===== config.mk =====
export PLATFORM = sky130hd
export DESIGN_NAME = tir_timers
export DESIGN_NICKNAME = d
export VERILOG_FILES = /design/src/hdl/tir_pkg.sv /design/src/hdl/tir_timers.sv
export SDC_FILE = /design/constraint.sdc
export NUM_CORES = 1
export LEC_CHECK = 0
export ABC_AREA = 0
export BUFFER_PORTS_ARGS = -buffer_cell sky130_fd_sc_hd__buf_2
export CAP_MARGIN = 15
export CORE_MARGIN = 4
export CORE_UTILIZATION = 64
export CTS_BUF_LIST = sky130_fd_sc_hd__clkbuf_8 sky130_fd_sc_hd__clkbuf_16
export DETAILED_ROUTE_END_ITERATION = 16
export MAX_ROUTING_LAYER = met4
export PLACE_DENSITY_LB_ADDON = 0.08
export SLEW_MARGIN = 20
export SYNTH_ARGS = -nofsm -noshare
export SYNTH_HDL_FRONTEND = slang
export SYNTH_SLANG_ARGS = --single-unit

===== constraint.sdc =====
create_clock -name SYS_CLK -period 7.3 [get_ports SYS_CLK]
set_input_delay 1.825 -clock SYS_CLK [delete_from_list [all_inputs] [get_ports SYS_CLK]]
set_output_delay 1.825 -clock SYS_CLK [all_outputs]
set_load 0.02 [all_outputs]

===== src/hdl/tir_pkg.sv =====
`default_nettype none
package tir_pkg;
  // ****************************************
  // Register indices on the plain port
  // ****************************************
  localparam logic [3:0] ADDR_TIMER_A = 4'h0;
  localparam logic [3:0] ADDR_TIMER_B_LOW = 4'h1;
  localparam logic [3:0] ADDR_TIMER_B_HIGH = 4'h2;
  localparam logic [3:0] ADDR_TIMER_C = 4'h3;
  localparam logic [3:0] ADDR_LOW_TIME = 4'h4;
  localparam logic [3:0] ADDR_HIGH_TIME = 4'h5;
  localparam logic [3:0] ADDR_TIME_SCALE = 4'h6;
  localparam logic [3:0] ADDR_PRESC_COUNT = 4'h7;
  localparam logic [3:0] ADDR_MAIN_TICK = 4'h8;
  localparam logic [3:0] ADDR_CONTROL = 4'h9;
  localparam logic [3:0] ADDR_MODE = 4'hA;
  localparam logic [3:0] ADDR_FLAGS = 4'hB;
  localparam logic [3:0] ADDR_IRQ_EN = 4'hC;

  // ****************************************
  // Field positions
  // ****************************************
  localparam int HT_EN_BIT = 7;
  localparam int HT_CODE_LSB = 4;
  localparam int LT_EN_BIT = 3;
  localparam int LT_CODE_LSB = 0;
  localparam int MODE_EXTEND_BIT = 0;
  localparam int MODE_IRE_BIT = 1;
  localparam int MODE_HF_BIT = 2;
  localparam int MODE_TC_EN_BIT = 3;
  localparam int MODE_TC_CODE_LSB = 4;
  localparam int FLAG_A_BIT = 0;
  localparam int FLAG_B_BIT = 1;
  localparam int FLAG_C_BIT = 2;
  localparam int FLAG_LOW_BIT = 3;
  localparam int FLAG_HIGH_BIT = 4;
  localparam int IRQ_LOW_BIT = 0;
  localparam int IRQ_HIGH_BIT = 1;

  // ****************************************
  // Reset values and vectors
  // ****************************************
  localparam logic [7:0] RESET_BYTE = 8'h00;
  localparam logic [11:0] VEC_LOW_TIME = 12'h015;
  localparam logic [11:0] VEC_HIGH_TIME = 12'h012;
  localparam logic [11:0] VEC_NONE = 12'h000;

  typedef enum logic {
    SEG_HIGH = 1'b0,
    SEG_LOW = 1'b1
  } tir_seg_type;
endpackage : tir_pkg
`default_nettype wire


===== src/hdl/tir_timers.sv =====
// Notes on behaviour
// RULE1: Timer A is an 8-bit readable, writable up counter, cleared by reset.
// RULE2: Timer B 8-bit overflows after 256 minus load clock cycles, unscaled.
// RULE3: Extend bit 0 idles high byte; 1 joins bytes into 16-bit timer.
// RULE4: Wide timer B overflows after 65536 minus load; both bytes read/write.
// RULE5: Timer C is an 8-bit readable, writable timer, cleared by reset.
// RULE6: Timer C is an up timer when high-frequency or infrared bit is 0.
// RULE7: Up timer C overflows after 256 minus load scaled ticks.
// RULE8: Both bits set: timer C makes carrier that fills low segments.
// RULE9: Carrier period is 2 x (1 + timer C) x timer C scale cycles.
// RULE10: Low segment lasts (1 + low-time) x low scale cycles.
// RULE11: Low counter underflow with enable raises interrupt at vector 015H.
// RULE12: High segment lasts (1 + high-time) x high scale cycles.
// RULE13: High counter underflow with enable raises interrupt at vector 012H.
// RULE14: Scale bit 7 enables high-time scaling, else 1:1.
// RULE15: High scale code in bits 6..4 gives ratio 2^(code+1).
// RULE16: Scale bit 3 enables low-time scaling, else 1:1.
// RULE17: Low scale code in bits 2..0 gives ratio 2^(code+1).
// RULE18: Prescaler count read/write; only low N bits matter for 1:2^N.
// RULE19: Writing main tick timer or prescaler select clears prescaler count.
// RULE20: Power-on, external and watchdog resets clear the prescaler count.
// RULE21: Timer C scale code gives 1:2 to 1:256, gated by its enable.
// RULE22: Infrared enable 0 holds output high; timer C is up timer.
// RULE23: Output alternates low and high segments; counters reload per segment.
// RULE24: Timers A, B, C set sticky flags on wrap until software clears.
// RULE25: Prescaler counts every clock; main tick steps on selected carry.
//
// The address-and-strobe port and the placing of the registers are this design's own decisions.
`default_nettype none
module tir_timers (
  input wire logic SYS_CLK,
  input wire logic RSTN,
  input wire logic [3:0] ADDR,
  input wire logic [7:0] WDATA,
  input wire logic WR,
  input wire logic RD,
  output logic [7:0] RDATA,
  input wire logic WDT_TIMEOUT,
  output logic MODULATED_OUT,
  output logic LOW_TIME_INT,
  output logic HIGH_TIME_INT,
  output logic [11:0] INT_VECTOR
);

  typedef struct packed {
    logic [7:0] timer_a;
    logic [7:0] timer_b_low;
    logic [7:0] timer_b_high;
    logic [7:0] timer_c;
    logic [7:0] low_time;
    logic [7:0] high_time;
    logic [7:0] scale;
    logic [7:0] presc;
    logic [7:0] main_tick;
    logic [3:0] control;
    logic [6:0] mode;
    logic [4:0] flags;
    logic [1:0] irq_en;
    logic [7:0] tc_pre;
    logic [7:0] car_cnt;
    logic carrier;
    tir_pkg::tir_seg_type seg;
    logic [7:0] seg_cnt;
    logic [7:0] seg_pre;
    logic [2:0] wdt_sync;
    logic wdt_level;
    logic ire_q;
    logic [7:0] rdata;
    logic out;
    logic low_int;
    logic high_int;
    logic [11:0] vector;
  } tir_state_type;

  tir_state_type cur_ff;
  tir_state_type nxt_ff;

  // Mask of a scaled divider: ratio minus one, zero when scaling is off
  function automatic logic [7:0] scale_mask(input logic en,
                                            input logic [2:0] code);
    logic [8:0] full;
    full = 9'h002 << code;
    scale_mask = en ? 8'(full - 9'h001) : 8'h00;
  endfunction : scale_mask

  logic wr_a, wr_bl, wr_bh, wr_c, wr_lt, wr_ht, wr_sc, wr_ps;
  logic wr_mt, wr_ct, wr_md, wr_fl, wr_ie;
  logic extend, infrared_enable, hf, ir_mode;
  logic [7:0] tc_mask, lt_mask, ht_mask, ps_mask, seg_mask;
  logic tc_tick, seg_tick, b_low_wrap, b_wrap, seg_end, wdt_rst;
  logic [4:0] flag_set;

  always_comb begin
    wr_a = WR && ADDR == tir_pkg::ADDR_TIMER_A;
    wr_bl = WR && ADDR == tir_pkg::ADDR_TIMER_B_LOW;
    wr_bh = WR && ADDR == tir_pkg::ADDR_TIMER_B_HIGH;
    wr_c = WR && ADDR == tir_pkg::ADDR_TIMER_C;
    wr_lt = WR && ADDR == tir_pkg::ADDR_LOW_TIME;
    wr_ht = WR && ADDR == tir_pkg::ADDR_HIGH_TIME;
    wr_sc = WR && ADDR == tir_pkg::ADDR_TIME_SCALE;
    wr_ps = WR && ADDR == tir_pkg::ADDR_PRESC_COUNT;
    wr_mt = WR && ADDR == tir_pkg::ADDR_MAIN_TICK;
    wr_ct = WR && ADDR == tir_pkg::ADDR_CONTROL;
    wr_md = WR && ADDR == tir_pkg::ADDR_MODE;
    wr_fl = WR && ADDR == tir_pkg::ADDR_FLAGS;
    wr_ie = WR && ADDR == tir_pkg::ADDR_IRQ_EN;
    extend = cur_ff.mode[tir_pkg::MODE_EXTEND_BIT];
    infrared_enable = cur_ff.mode[tir_pkg::MODE_IRE_BIT];
    hf = cur_ff.mode[tir_pkg::MODE_HF_BIT];
    ir_mode = infrared_enable && hf; // [RULE6] [RULE8]
    tc_mask = scale_mask(cur_ff.mode[tir_pkg::MODE_TC_EN_BIT],
      cur_ff.mode[tir_pkg::MODE_TC_CODE_LSB +: 3]); // [RULE21]
    lt_mask = scale_mask(cur_ff.scale[tir_pkg::LT_EN_BIT],
      cur_ff.scale[tir_pkg::LT_CODE_LSB +: 3]); // [RULE16] [RULE17]
    ht_mask = scale_mask(cur_ff.scale[tir_pkg::HT_EN_BIT],
      cur_ff.scale[tir_pkg::HT_CODE_LSB +: 3]); // [RULE14] [RULE15]
    // Low N bits of the prescaler, N = select + 1
    ps_mask = 8'((9'h002 << cur_ff.control[2:0]) - 9'h001); // [RULE18]
    seg_mask = cur_ff.seg == tir_pkg::SEG_LOW ? lt_mask : ht_mask;
    tc_tick = cur_ff.tc_pre == tc_mask;
    seg_tick = cur_ff.seg_pre == seg_mask;
    seg_end = infrared_enable && seg_tick && cur_ff.seg_cnt == 8'h00;
    b_low_wrap = cur_ff.timer_b_low == 8'hFF;
    b_wrap = b_low_wrap && (!extend || cur_ff.timer_b_high == 8'hFF);
    // Watchdog pin counts only once the two late stages agree
    wdt_rst = cur_ff.wdt_sync[1] && cur_ff.wdt_sync[2] && !cur_ff.wdt_level;
  end

  always_comb begin
    nxt_ff = cur_ff;
    flag_set = '0;
    // ****************************************
    // Watchdog reset synchroniser
    // ****************************************
    nxt_ff.wdt_sync = {cur_ff.wdt_sync[1:0], WDT_TIMEOUT};
    nxt_ff.ire_q = infrared_enable;
    if (cur_ff.wdt_sync[1] == cur_ff.wdt_sync[2]) begin
      nxt_ff.wdt_level = cur_ff.wdt_sync[2];
    end

    // ****************************************
    // Timer A and timer B
    // ****************************************
    nxt_ff.timer_a = cur_ff.timer_a + 8'h01; // [RULE1]
    flag_set[tir_pkg::FLAG_A_BIT] = cur_ff.timer_a == 8'hFF; // [RULE24]
    nxt_ff.timer_b_low = cur_ff.timer_b_low + 8'h01; // [RULE2]
    if (extend && b_low_wrap) begin
      nxt_ff.timer_b_high = cur_ff.timer_b_high + 8'h01; // [RULE3] [RULE4]
    end
    flag_set[tir_pkg::FLAG_B_BIT] = b_wrap; // [RULE24]

    // ****************************************
    // Timer C: up timer or carrier generator
    // ****************************************
    nxt_ff.tc_pre = tc_tick ? 8'h00 : cur_ff.tc_pre + 8'h01; // [RULE7]
    if (!ir_mode) begin
      nxt_ff.carrier = 1'b0;
      nxt_ff.car_cnt = 8'h00;
      if (tc_tick) begin
        nxt_ff.timer_c = cur_ff.timer_c + 8'h01; // [RULE6] [RULE7] [RULE22]
        flag_set[tir_pkg::FLAG_C_BIT] = cur_ff.timer_c == 8'hFF; // [RULE24]
      end
    end else if (tc_tick && cur_ff.ire_q) begin
      // Register keeps the half-period; a private counter runs it
      // First half-period starts one edge late, as the output does
      if (cur_ff.car_cnt == cur_ff.timer_c) begin
        nxt_ff.car_cnt = 8'h00;
        nxt_ff.carrier = !cur_ff.carrier; // [RULE9]
      end else begin
        nxt_ff.car_cnt = cur_ff.car_cnt + 8'h01;
      end
    end

    // ****************************************
    // Pulse generator
    // ****************************************
    // The edge that turns the output low must not count, else the first
    // low segment comes out one cycle short
    if (!infrared_enable || !cur_ff.ire_q) begin
      nxt_ff.seg = tir_pkg::SEG_LOW;
      nxt_ff.seg_cnt = cur_ff.low_time;
      nxt_ff.seg_pre = 8'h00;
    end else begin
      nxt_ff.seg_pre = seg_tick ? 8'h00 : cur_ff.seg_pre + 8'h01;
      if (seg_end) begin
        case (cur_ff.seg)
          tir_pkg::SEG_LOW: begin
            nxt_ff.seg = tir_pkg::SEG_HIGH;
            nxt_ff.seg_cnt = cur_ff.high_time; // [RULE23] [RULE12]
            flag_set[tir_pkg::FLAG_LOW_BIT] = 1'b1; // [RULE11]
          end
          tir_pkg::SEG_HIGH: begin
            nxt_ff.seg = tir_pkg::SEG_LOW;
            nxt_ff.seg_cnt = cur_ff.low_time; // [RULE23] [RULE10]
            flag_set[tir_pkg::FLAG_HIGH_BIT] = 1'b1; // [RULE13]
          end
          default: begin
            nxt_ff.seg = tir_pkg::SEG_LOW;
            nxt_ff.seg_cnt = cur_ff.low_time;
          end
        endcase
      end else if (seg_tick) begin
        nxt_ff.seg_cnt = cur_ff.seg_cnt - 8'h01;
      end
    end
    if (!infrared_enable) begin
      nxt_ff.out = 1'b1; // [RULE22]
    end else if (nxt_ff.seg == tir_pkg::SEG_HIGH) begin
      nxt_ff.out = 1'b1;
    end else begin
      nxt_ff.out = ir_mode ? nxt_ff.carrier : 1'b0; // [RULE8] [RULE10]
    end

    // ****************************************
    // Main tick timer and its prescaler
    // ****************************************
    nxt_ff.presc = cur_ff.presc + 8'h01; // [RULE25]
    if ((cur_ff.presc & ps_mask) == ps_mask) begin
      nxt_ff.main_tick = cur_ff.main_tick + 8'h01; // [RULE25]
    end

    // ****************************************
    // Software writes win over counting
    // ****************************************
    if (wr_a) nxt_ff.timer_a = WDATA; // [RULE1]
    if (wr_bl) nxt_ff.timer_b_low = WDATA; // [RULE4]
    if (wr_bh) nxt_ff.timer_b_high = WDATA; // [RULE4]
    if (wr_c) nxt_ff.timer_c = WDATA; // [RULE5]
    if (wr_lt) nxt_ff.low_time = WDATA;
    if (wr_ht) nxt_ff.high_time = WDATA;
    if (wr_sc) nxt_ff.scale = WDATA;
    if (wr_ps) nxt_ff.presc = WDATA; // [RULE18]
    if (wr_mt) nxt_ff.main_tick = WDATA;
    if (wr_ct) nxt_ff.control = WDATA[3:0];
    if (wr_md) nxt_ff.mode = WDATA[6:0];
    if (wr_ie) nxt_ff.irq_en = WDATA[1:0];
    if (wr_mt || wr_ct) nxt_ff.presc = 8'h00; // [RULE19]
    if (wdt_rst) begin
      // Watchdog reset clears the same state as the pin reset, but keeps its synchroniser stages and sets the watchdog level
      nxt_ff = '0;
      nxt_ff.wdt_sync = cur_ff.wdt_sync; // [RULE20]
      nxt_ff.wdt_level = 1'b1;
      nxt_ff.out = 1'b1;
      flag_set = '0;
    end
    // A flag set in the same cycle as its clear stays set
    nxt_ff.flags = ((wr_fl && !wdt_rst) ? cur_ff.flags & ~WDATA[4:0]
      : nxt_ff.flags) | flag_set; // [RULE24]

    // ****************************************
    // Interrupt requests and read data
    // ****************************************
    nxt_ff.low_int = nxt_ff.flags[tir_pkg::FLAG_LOW_BIT]
      && nxt_ff.irq_en[tir_pkg::IRQ_LOW_BIT]; // [RULE11]
    nxt_ff.high_int = nxt_ff.flags[tir_pkg::FLAG_HIGH_BIT]
      && nxt_ff.irq_en[tir_pkg::IRQ_HIGH_BIT]; // [RULE13]
    // Low-time request takes precedence when both are pending
    nxt_ff.vector = nxt_ff.low_int ? tir_pkg::VEC_LOW_TIME
      : nxt_ff.high_int ? tir_pkg::VEC_HIGH_TIME : tir_pkg::VEC_NONE;
    nxt_ff.rdata = 8'h00;
    if (RD) begin
      case (ADDR)
        tir_pkg::ADDR_TIMER_A: nxt_ff.rdata = cur_ff.timer_a;
        tir_pkg::ADDR_TIMER_B_LOW: nxt_ff.rdata = cur_ff.timer_b_low;
        tir_pkg::ADDR_TIMER_B_HIGH: nxt_ff.rdata = cur_ff.timer_b_high;
        tir_pkg::ADDR_TIMER_C: nxt_ff.rdata = cur_ff.timer_c;
        tir_pkg::ADDR_LOW_TIME: nxt_ff.rdata = cur_ff.low_time;
        tir_pkg::ADDR_HIGH_TIME: nxt_ff.rdata = cur_ff.high_time;
        tir_pkg::ADDR_TIME_SCALE: nxt_ff.rdata = cur_ff.scale;
        tir_pkg::ADDR_PRESC_COUNT: nxt_ff.rdata = cur_ff.presc; // [RULE18]
        tir_pkg::ADDR_MAIN_TICK: nxt_ff.rdata = cur_ff.main_tick;
        tir_pkg::ADDR_CONTROL: nxt_ff.rdata = {4'h0, cur_ff.control};
        tir_pkg::ADDR_MODE: nxt_ff.rdata = {1'b0, cur_ff.mode};
        tir_pkg::ADDR_FLAGS: nxt_ff.rdata = {3'h0, cur_ff.flags};
        tir_pkg::ADDR_IRQ_EN: nxt_ff.rdata = {6'h00, cur_ff.irq_en};
        default: nxt_ff.rdata = 8'h00;
      endcase
    end
  end

  always_ff @(posedge SYS_CLK or negedge RSTN) begin
    if (!RSTN) begin
      cur_ff <= '0; // [RULE1] [RULE4] [RULE5] [RULE20]
      cur_ff.out <= 1'b1;
    end else begin
      cur_ff <= nxt_ff;
    end
  end

  assign RDATA = cur_ff.rdata;
  assign MODULATED_OUT = cur_ff.out;
  assign LOW_TIME_INT = cur_ff.low_int;
  assign HIGH_TIME_INT = cur_ff.high_int;
  assign INT_VECTOR = cur_ff.vector;

endmodule : tir_timers
`default_nettype wire


After elaboration in Yosys (flattened, before gate mapping)
Index checks and enable logic that the tools add are counted.
{"block": "totals", "regBits": 145, "input_bits": 17}
{"block": "op_classes", "addsub": 14, "eq_ne": 23, "shift": 4, "n_mux": 49, "n_bitwise": 5, "n_reduce_logical": 46}
{"op": "two-way mux 8 bit", "n": 24}
{"op": "two-way mux 152 bit", "n": 1}
{"op": "one-hot mux 8 bit (13 select lines)", "n": 1}
{"op": "adder 8 x 1 -> 8 bit, second input constant", "n": 9}
{"op": "subtractor 8 x 1 -> 8 bit, second input constant", "n": 5}
{"op": "== test 8 bit", "n": 4}
{"op": "== test 8 bit, second input constant", "n": 4}
{"op": "<< shifter 2 x 3 -> 8 bit, first input constant", "n": 4}
{"op": "logical AND 1 bit", "n": 24}
{"op": "== test 4 bit, second input constant", "n": 5}
{"op": "two-way mux 5 bit", "n": 4}
{"op": "two-way mux 9 bit", "n": 2}
{"op": "one-hot mux 9 bit (2 select lines)", "n": 1}
{"op": "two-way mux 17 bit", "n": 1}
{"op": "== test 4 x 3 -> 1 bit, second input constant", "n": 4}
{"op": "nonzero test 2 bit", "n": 6}
{"op": "two-way mux 1 bit", "n": 10}
{"op": "nonzero test 3 bit", "n": 3}
{"op": "bitwise AND 8 bit", "n": 1}
{"op": "== test 4 x 2 -> 1 bit, second input constant", "n": 2}
{"op": "zero test 8 bit", "n": 1}
{"op": "two-way mux 7 bit", "n": 1}
{"op": "zero test 1 bit", "n": 6}
{"op": "two-way mux 2 bit", "n": 3}
{"op": "other kinds (13)", "n": 15}

Depth between registers and ports, before layout
Gate-level depths: netlist of the first run.
{"block": "logic_depth", "ltp_word": 17, "mapped_depth": 17, "depth_no_buf": 14}

Worst setup path before layout of the first run
No wires, ideal clock.
{"block": "synth_path", "path_type": "flip-flop to flip-flop", "start": "reg cur_ff[100] (netlist bit)", "end": "reg cur_ff (netlist bit INT_VECTOR[1])", "setup_time_ps": 72, "arrival_time_ps": 3768, "t_required_ps": 7228, "path_slack_ps": 3460, "stages_incl_launch_ff": 17, "n_path_buf": 3, "period_less_slack_ps": 3840, "cell_sequence": "dfrtp_1 -> buf_2 -> or3_1 -> ha_1 -> or4b_2 -> o22ai_1 -> a31oi_1 -> xnor2_1 -> or4_1 -> buf_2 -> buf_2 -> nor2_1 -> ha_1 -> and3_1 -> o21ai_0 -> or3_1 -> nor2_1"}
{"item": "from (decl)", "line": "tir_timers.sv:75", "source": "tir_state_type cur_ff;"}
{"item": "from (signal assigned)", "line": "tir_timers.sv:286", "source": "cur_ff <= nxt_ff;"}

==> out/metrics.cfg, run 1 <==
[setup_path]
crit_fanout = 18
crit_type = reg2reg
crit_required_ps = 7610
critPathCaptureType = register
crit_arrival_ps = 4690
start_kind = register

[route]
dr.pass1.iters = 6
drtIter0Drc = 874
ant_nets = 0
routed_wl_um = 24800
viasPerCell = 6.53
wire_per_inst_um = 20.9
vias = 7754
drcViolationCount = 0

[yosys]
syn_area_per_cell_um2 = 8.71
ys.flop_type = dfrtp_1
ys_seq_area_frac = 0.398
synth_enable_flop_cells = 0
ys_ff_latch = 142
synth.distinct_cells = 71
synth.cell_area_um2 = 8930
synth_warnings = 0
syn_inst = 1026
synth-async-reset-ratio = 1.00

[layout]
layout.nets = 1032
layout_common_cells = dfrtp_1 (141), nor2_1 (140), nand2_1 (95)
antenna-diode-count = 0
layout-drive-gt1-share = 0.0929
final_common_cell = dfrtp_1
areaGrowthSynthToFinish_pct = 6.85
seqCellArea_um2 = 3550
fill_cells = 1114
multi_input_area_um2 = 4920

[floorplan]
core_um2 = 13500
die_h_um = 126
die_area_um2 = 15900
boundaryPins = 40
rows = 42
initial_core_util = 0.664
die_x_um = 126

[timing]
setup_viol = 0
hold_viol = 0
period_needed_ps = 4390
max_freq_mhz = 228
timing.final.crit_share = 0.601
holdWs_ps = 481
rsz0062_at_grt = no
tightest_slew_ps = 895
skew_ps = 11.8
final.setup.tns_ps = 0
slew_headroom = 0.401
drv_slew = 0

[clocking]
cts-root-buf = clkbuf_16
cts_hold_buf = 0
post_cts.repair.setup_buffers = 0
insertion_delay_ps = 430
cts_tree = yes
clk_pin_slew_ps = 60
htreeDepth = 4
cts_buffers = 17
numClockSinks = 142
cts.path.max_buffers = 2
cts-resized-gates = 0

[placement]
finalWeightedCongestion = 0.972
hpwl_um = 16800
portBuffers = 31

[pwr]
peakVddDrop_uv = 272
p_per_area_nw_per_um2 = 370
p_leak_nw = 4.07

[outcome]
outcome = finished, final reports clean

[grt]
grt_max_degree = 80
antenna_found_initial = 0
first_global_vias = 7044
overflow = 0
grt_usage = 0.325
grt_first_pass_wirelength_um = 39500

[run]
drv_cap = 0

[hold_path]
hold_path.class = reg2reg

[path summary, 6_finish.rpt]
path | startpoint | cells past startpoint | end | slack (ps)
setup reg to reg | cur_ff[102] | 13 | INT_VECTOR[1] | 2910
hold / removal | cur_ff[25] | 2 | cur_ff[25] | 480
max in group asynchronous | RSTN | 2 | cur_ff[24] | 4600
setup / recovery | cur_ff[102] | 13 | INT_VECTOR[1] | 2910
min in group asynchronous | RSTN | 1 | cur_ff[94] | 1400
hold reg to reg | cur_ff[25] | 2 | cur_ff[25] | 480
[synth_stat cells (all sizes together), types with 7 or more instances]
cell type / instances / area (um^2)
dfrtp: 141 / 3530
nor2: 140 / 526
nand2: 96 / 363
mux2i: 58 / 581
o21ai: 56 / 292
a21oi: 49 / 245
clkbuf: 49 / 184
nand3: 47 / 235
buf: 38 / 245
xnor2: 38 / 333
a211oi: 32 / 240
xor2: 24 / 210
nor3: 18 / 95.1
inv: 17 / 63.8
a31oi: 16 / 100
ha: 16 / 200
nand2b: 14 / 87.6
and3: 13 / 81.3
or3: 12 / 80.1
nor2b: 11 / 68.8
nand4: 9 / 71.3
nor3b: 9 / 72.6
o22ai: 9 / 56.3
or4: 9 / 67.6
a22oi: 8 / 60.1
a21o: 7 / 52.6
mux2: 7 / 78.8
o31ai: 7 / 52.6
or2: 7 / 43.8
[registers in the layout, summed over array words and instances, names as in the netlist]
register and flops:
INT_VECTOR 3, RDATA 8, MODULATED_OUT 1, cur_ff 129, HIGH_TIME_INT 1
[kinds of logic (layout without fill, tap and decap cells)]
group	after synthesis	count (layout)	share of synthesized area
DFF	142	142	0.398
AOI/OAI and AO/OA	229	229	0.167
buffers and inverters	104	83	0.0552
and+or+nand+nor	406	406	0.220
xor gates and xnor gates	62	62	0.0608
other	1	8	0.000420
muxes	66	66	0.0763
adders and majority gates	16	16	0.0224
[layer usage]
| metal | up-vias | part of all wire | global-route usage |
|---|---|---|---|
| met5 | - | 0 | - |
| met4 | 0 | 0.028 | 0.111 |
| met3 | 59 | 0.085 | 0.0737 |
| met2 | 339 | 0.44 | 0.454 |
| met1 | 3778 | 0.45 | 0.467 |
| li1 | 3578 | - | - |
[where the power goes]
group	internal, mW	total [mW]	switching (mW)	leakage (nW)
Combinational	0.544	1.24	0.691	1.91
Clock	0.531	0.880	0.349	0.277
Sequential	1.02	1.42	0.399	1.89
[layout make-up]
| cell class | instances | share of cell area |
|---|---|---|
| flip-flops and latches | 142 | 0.372 |
| inverters | 17 | 0.00669 |
| multi-input cells | 787 | 0.515 |
| repair buffers | 34 | 0.0193 |
| well taps | 176 | 0.0231 |
| clock buffers | 20 | 0.0489 |
| clock inverters | 12 | 0.0143 |
[worst max-delay path, cell delays in order (launching register included)]
cell and delay, ps:
dfrtp_1 510, or3_1 440, ha_1 290, or4b_2 680, o22ai_1 120, a31oi_1 80
xnor2_1 140, or4_1 860, nor2_1 270, ha_1 170, and3_1 160, o21ai_0 110
nor3_1 330, nor2_1 80
[metrics by stage]
stage                     setup slack [ps]  cell area [um^2]  utilization  cells  power (mW)
after floorplan                       3460              8960            -   1033        2.29
after detailed placement              2750              8940        0.665   1156        2.62
final                                 2910              9540        0.709   1188        3.54
after CTS                             2980              9540        0.709   1188        3.52
after global placement                2800              8940        0.665   1156        2.59
after global routing                  2720              9540        0.709   1188        3.74
Note: power is estimated with default switching activity, not from simulation.
==> run 2: changes to the inputs <==
- CORE_UTILIZATION: 64 -> 63
- clock period: 7.3 -> 4.3 ns (I/O delays scaled with it)
==> run 2 against run 1 <==
Compared with the run above:
- clock skew down 2.1 ps
- worst setup slack lost 2500 ps
- critical path depth did not move
- cell count up 1.1%
- first-iteration DRC count grew 8.0%
- sequential share of layout area is 0.19 points lower
- clock power increased by 63%
- via count down 0.62%
- largest power group unchanged
- highest routed layer unchanged
==> out/metrics.cfg, run 2 (same netlist as run 1, synthesis figures left out) <==
[grt]
grt_max_degree = 96  ; +20%
antenna_found_initial = 1  ; +1
overflow = 0  ; unchanged
grt_first_pass_wirelength_um = 38400  ; -2.9%
grt_usage = 0.312  ; -0.0122
first_global_vias = 6997  ; -0.67%

[hold_path]
hold_path_end = cur_ff[25]
hp-start = cur_ff[25]
min_path_cells = 2  ; unchanged
hold_path.class = reg2reg

[placement]
post-place-ws_ps = 395  ; -2360 ps
portBuffers = 31  ; unchanged
finalWeightedCongestion = 1.01  ; +4.2%
hpwl_um = 16400  ; -2.4%

[clocking]
cts-root-buf = clkbuf_16
htreeDepth = 4  ; unchanged
post_cts.repair.setup_buffers = 0  ; unchanged
cts.path.max_buffers = 2  ; unchanged
insertion_delay_ps = 440  ; about the same
clk_pin_slew_ps = 60  ; about the same
cts_buffers = 17  ; unchanged
numClockSinks = 142  ; unchanged
cts_tree = yes
cts-resized-gates = 0  ; unchanged
cts_hold_buf = 0  ; unchanged

[setup_path]
rrSetupSlack_ps = 410  ; -2510 ps
r2r_start = cur_ff[100]
start_kind = register
reg2reg_to = INT_VECTOR[1]
crit_arrival_ps = 4260  ; -430 ps
critPathBufInv = 0  ; unchanged
critPathCaptureType = register
rr_worst_depth = 13  ; unchanged
crit_fanout = 9  ; -9
cp_slowest_stage_delay_ps = 690  ; -170 ps
crit_required_ps = 4670  ; -2940 ps
path_delay_family = simple AND/OR/NAND/NOR gates
cp_slowest_cell = or4b_2
crit_type = reg2reg
cp_cell_sequence = or3_1 > ha_1 > or4b_2 > o22ai_1 > a31oi_1 > xnor2_1 > or4_1 > nor2_1 > ha_1 > and3_1 > o21ai_0 > or3_1 > nor2_1
startpoint = cur_ff[100]

[timing]
skew_ps = 9.73  ; -2.07 ps
tightest_slew_ps = 959  ; +64.1 ps
setup_ws_ps = 408  ; -2510 ps
final.setup.tns_ps = 0  ; unchanged
rsz0062_at_grt = no
timing.final.crit_share = 0.905  ; +0.304
setup_viol = 0  ; unchanged
hold_viol = 0  ; unchanged
drv_slew = 0  ; unchanged
slew_headroom = 0.360  ; -0.0405
period_needed_ps = 3890  ; -495 ps
max_freq_mhz = 257  ; +13%

[run]
drv_cap = 0  ; unchanged

[layout]
layout.nets = 1040  ; +0.78%
areaGrowthSynthToFinish_pct = 7.40
final_common_cell = dfrtp_1
layout-drive-gt1-share = 0.0980  ; +0.00515
largest_register = cur_ff
layout_common_cells = dfrtp_1 (141), nor2_1 (140), nand2_1 (95)
largest_reg_flops = 129  ; unchanged
fill_cells = 1126  ; +1.1%

[route]
drcViolationCount = 0  ; unchanged
drtIter0Drc = 944  ; +8.0%
routed_wl_um = 24300  ; -2.1%
viasPerCell = 6.42  ; -1.7%
vias = 7706  ; -0.62%
ant_nets = 0  ; unchanged
wire_per_inst_um = 20.2  ; -3.2%
dr.pass1.iters = 5  ; -1

[floorplan]
boundaryPins = 40  ; unchanged
initial_core_util = 0.644  ; -0.0205
die_x_um = 127  ; +0.74%
die_h_um = 127  ; +0.74%
core_um2 = 13900  ; +3.2%
die_area_um2 = 16100  ; +1.5%
rows = 43  ; +2.4%

[pwr]
p_per_area_nw_per_um2 = 616  ; +66%
peakVddDrop_uv = 431  ; +58%
p_leak_nw = 4.12  ; +1.2%

[outcome]
outcome = finished, final reports clean

-- run 2: layout make-up --
class / instances / area, um^2 / area share
clock inverter: 11 / 91.3 / 0.00952
timing repair buffer: 42 / 256 / 0.0267
inverter: 17 / 63.8 / 0.00665
clock buffer: 21 / 480 / 0.0501
sequential: 142 / 3550 / 0.371
antenna: 1 / 2.50 / 0.000261
multi-input combinational: 787 / 4920 / 0.513
tap: 180 / 225 / 0.0235
-- run 2: worst max-delay path by stage --
stage | slack [ps] | cells after the start | end
3_3_place_gp | 510 | 13 | INT_VECTOR[1]
6_report | 410 | 13 | INT_VECTOR[1]
5_1_grt | 210 | 13 | INT_VECTOR[1]
4_1_cts | 410 | 13 | INT_VECTOR[1]
3_5_place_dp | 400 | 13 | INT_VECTOR[1]
2_1_floorplan | 460 | 16 | INT_VECTOR[1]
-- run 2: routing by layer --
metal / global-route usage / vias to the layer above / share of wire
met1: 0.437 / 3717 / 0.44
met2: 0.450 / 332 / 0.45
met3: 0.0552 / 67 / 0.070
li1: - / 3590 / -
met4: 0.135 / 0 / 0.037
met5: - / - / 0
-- run 2: metrics by stage --
| stage | power, mW | instance area [um^2] | hold WS, ps | std cells | util |
|---|---|---|---|---|---|
| floorplan | 3.89 | 8960 | 439 | 1033 | - |
| global placement | 4.39 | 9020 | 452 | 1168 | 0.650 |
| detailed placement | 4.45 | 9020 | 463 | 1168 | 0.650 |
| CTS | 5.88 | 9590 | 474 | 1200 | 0.691 |
| global route | 6.28 | 9590 | 539 | 1201 | 0.691 |
| finish | 5.91 | 9590 | 473 | 1201 | 0.691 |
-- run 2: report_power, final --
part	internal [mW]	switching (mW)	total (mW)
logic	0.942	1.17	2.11
clock network	0.850	0.585	1.43
registers	1.73	0.632	2.37
total	3.53	2.38	5.91
-- run 2: tightest hold or removal path, delay by kind of cell, from the launching register on --
kind | cells | cell delay, ps
DFF | 1 | 340
and+or+nand+nor | 2 | 100
==> run 3: changes to the inputs <==
- CORE_UTILIZATION: 63 -> 60
==> run 3 against run 2 <==
Compared with the run above:
- global-route usage up 0.77 points
- utilization down 3.1 points
- flip-flop and latch count unchanged
==> out/metrics.cfg, run 3 (same netlist as run 1, synthesis figures left out) <==
[pwr]
p_int_mw = 3.53  ; about the same
switching_power_mw = 2.44  ; +2.4%
swShare = 0.409  ; +0.00570
p_leak_nw = 4.11  ; about the same
power_frac_comb = 0.357  ; about the same
peakVddDrop_uv = 447  ; +3.9%
pwr-share-clk = 0.243  ; about the same
p_per_area_nw_per_um2 = 622  ; +0.91%
pwr-share-seq = 0.400  ; about the same

[grt]
first_global_vias = 7084  ; +1.2%
grt_first_pass_wirelength_um = 40000  ; +4.3%
grt_max_degree = 84  ; -13%
grt_usage = 0.320  ; +0.00773
overflow = 0  ; unchanged
antenna_found_initial = 0  ; -1

[floorplan]
core_um2 = 14500  ; +4.7%
boundaryPins = 40  ; unchanged
rows = 44  ; +2.3%
die_x_um = 130  ; +2.3%
die_area_um2 = 16900  ; +4.7%
initial_core_util = 0.615  ; -0.0289
die_h_um = 130  ; +2.3%

[setup_path]
crit_arrival_ps = 4270  ; about the same
crit_required_ps = 4660  ; about the same
start_kind = register
r2r_start = cur_ff[100]
reg2reg_to = INT_VECTOR[1]
crit_type = reg2reg
crit_fanout = 9  ; unchanged
rrSetupSlack_ps = 390  ; -20 ps
rr_worst_depth = 13  ; unchanged
critPathCaptureType = register

[clocking]
htreeDepth = 4  ; unchanged
cts.path.max_buffers = 2  ; unchanged
cts_hold_buf = 0  ; unchanged
numClockSinks = 142  ; unchanged
insertion_delay_ps = 440  ; about the same
cts_tree = yes
clk_pin_slew_ps = 60  ; about the same
cts-resized-gates = 0  ; unchanged
cts_buffers = 17  ; unchanged
cts-root-buf = clkbuf_16
post_cts.repair.setup_buffers = 0  ; unchanged

[hold_path]
min_path_cells = 2  ; unchanged
hp-start = cur_ff[25]
hold_path_end = cur_ff[25]
hold_path.class = reg2reg

[route]
ant_nets = 0  ; unchanged
drcViolationCount = 0  ; unchanged
vias = 7667  ; -0.51%
drtIter0Drc = 963  ; +2.0%
routed_wl_um = 25100  ; +3.6%
wire_per_inst_um = 20.9  ; +3.3%
viasPerCell = 6.37  ; -0.75%
dr.pass1.iters = 5  ; unchanged

[layout]
largest_reg_flops = 129  ; unchanged
areaGrowthSynthToFinish_pct = 7.44  ; about the same
layout.nets = 1040  ; unchanged
final_common_cell = dfrtp_1
fin_cells = 1204  ; +0.25%
finalInstanceArea_um2 = 9600  ; about the same
layout-drive-gt1-share = 0.0981  ; about the same
layout_common_cells = dfrtp_1 (141), nor2_1 (140), nand2_1 (95)
largest_register = cur_ff

[timing]
setup_ws_ps = 390  ; -18.1 ps
hold_viol = 0  ; unchanged
period_needed_ps = 3910  ; +18.1 ps
setup_viol = 0  ; unchanged
drv_slew = 0  ; unchanged
timing.final.crit_share = 0.909  ; +0.00422
max_freq_mhz = 256  ; -0.46%
final.setup.tns_ps = 0  ; unchanged
skew_ps = 13.2  ; +3.44 ps
rsz0062_at_grt = no
holdWs_ps = 481  ; +7.93 ps
slew_headroom = 0.392  ; +0.0317
tightest_slew_ps = 908  ; -50.9 ps

[placement]
post_dp_cell_area_um2 = 9020  ; about the same
hpwl_um = 17200  ; +4.8%
post-place-ws_ps = 402  ; +6.65 ps
portBuffers = 31  ; unchanged
finalWeightedCongestion = 1.01  ; -0.43%
dp_cells = 1172  ; +0.34%

[run]
drv_cap = 0  ; unchanged

[outcome]
outcome = finished, final reports clean

-- run 3: worst max path at each step --
stage                start       endpoint  slack, ps  cells past startpoint
3_5_place_dp   cur_ff[100]  INT_VECTOR[1]        400                     13
5_1_grt        cur_ff[100]  INT_VECTOR[1]        160                     13
2_1_floorplan  cur_ff[100]  INT_VECTOR[1]        460                     16
4_1_cts        cur_ff[100]  INT_VECTOR[1]        390                     13
6_report       cur_ff[100]  INT_VECTOR[1]        390                     13
3_3_place_gp   cur_ff[100]  INT_VECTOR[1]        470                     13
-- run 3: critical path, stage by stage, from the launching register on --
cell	delay, ps
dfrtp_1	470
or3_1	380
ha_1	290
or4b_2	680
o22ai_1	120
a31oi_1	70
xnor2_1	140
or4_1	550
nor2_1	210
ha_1	180
and3_1	140
o21ai_0	100
or3_1	380
nor2_1	130
-- run 3: final cells by class --
cell class,instances,area (um^2)
tap,184,230
fill,1260,4940
sequential,142,3550
timing repair buffer,42,256
clock inverter,14,145
multi-input combinational,787,4920
antenna,1,2.50
clock buffer,17,425
inverter,17,63.8
-- run 3: layer usage --
layer | up-vias | track usage | wire length, um
li1 | 3582 | - | -
met1 | 3721 | 0.441 | 11300
met2 | 311 | 0.481 | 11300
met3 | 53 | 0.0544 | 1810
met4 | 0 | 0.114 | 711
met5 | - | - | 0
-- run 3: per-stage QoR --
stage                      util  power [mW]
after floorplan               -        3.89
after global placement    0.621        4.44
after detailed placement  0.621        4.49
after CTS                 0.660        5.95
after global routing      0.660        6.37
final                     0.660        5.97
-- run 3: power by group through the flow --
stage	sequential (mW)	combinational (mW)	clock, mW
global placement	2.38	2.06	0
CTS	2.36	2.12	1.46
floorplan	2.08	1.81	0
detailed placement	2.38	2.12	0
global route	2.44	2.41	1.53
finish	2.39	2.13	1.45
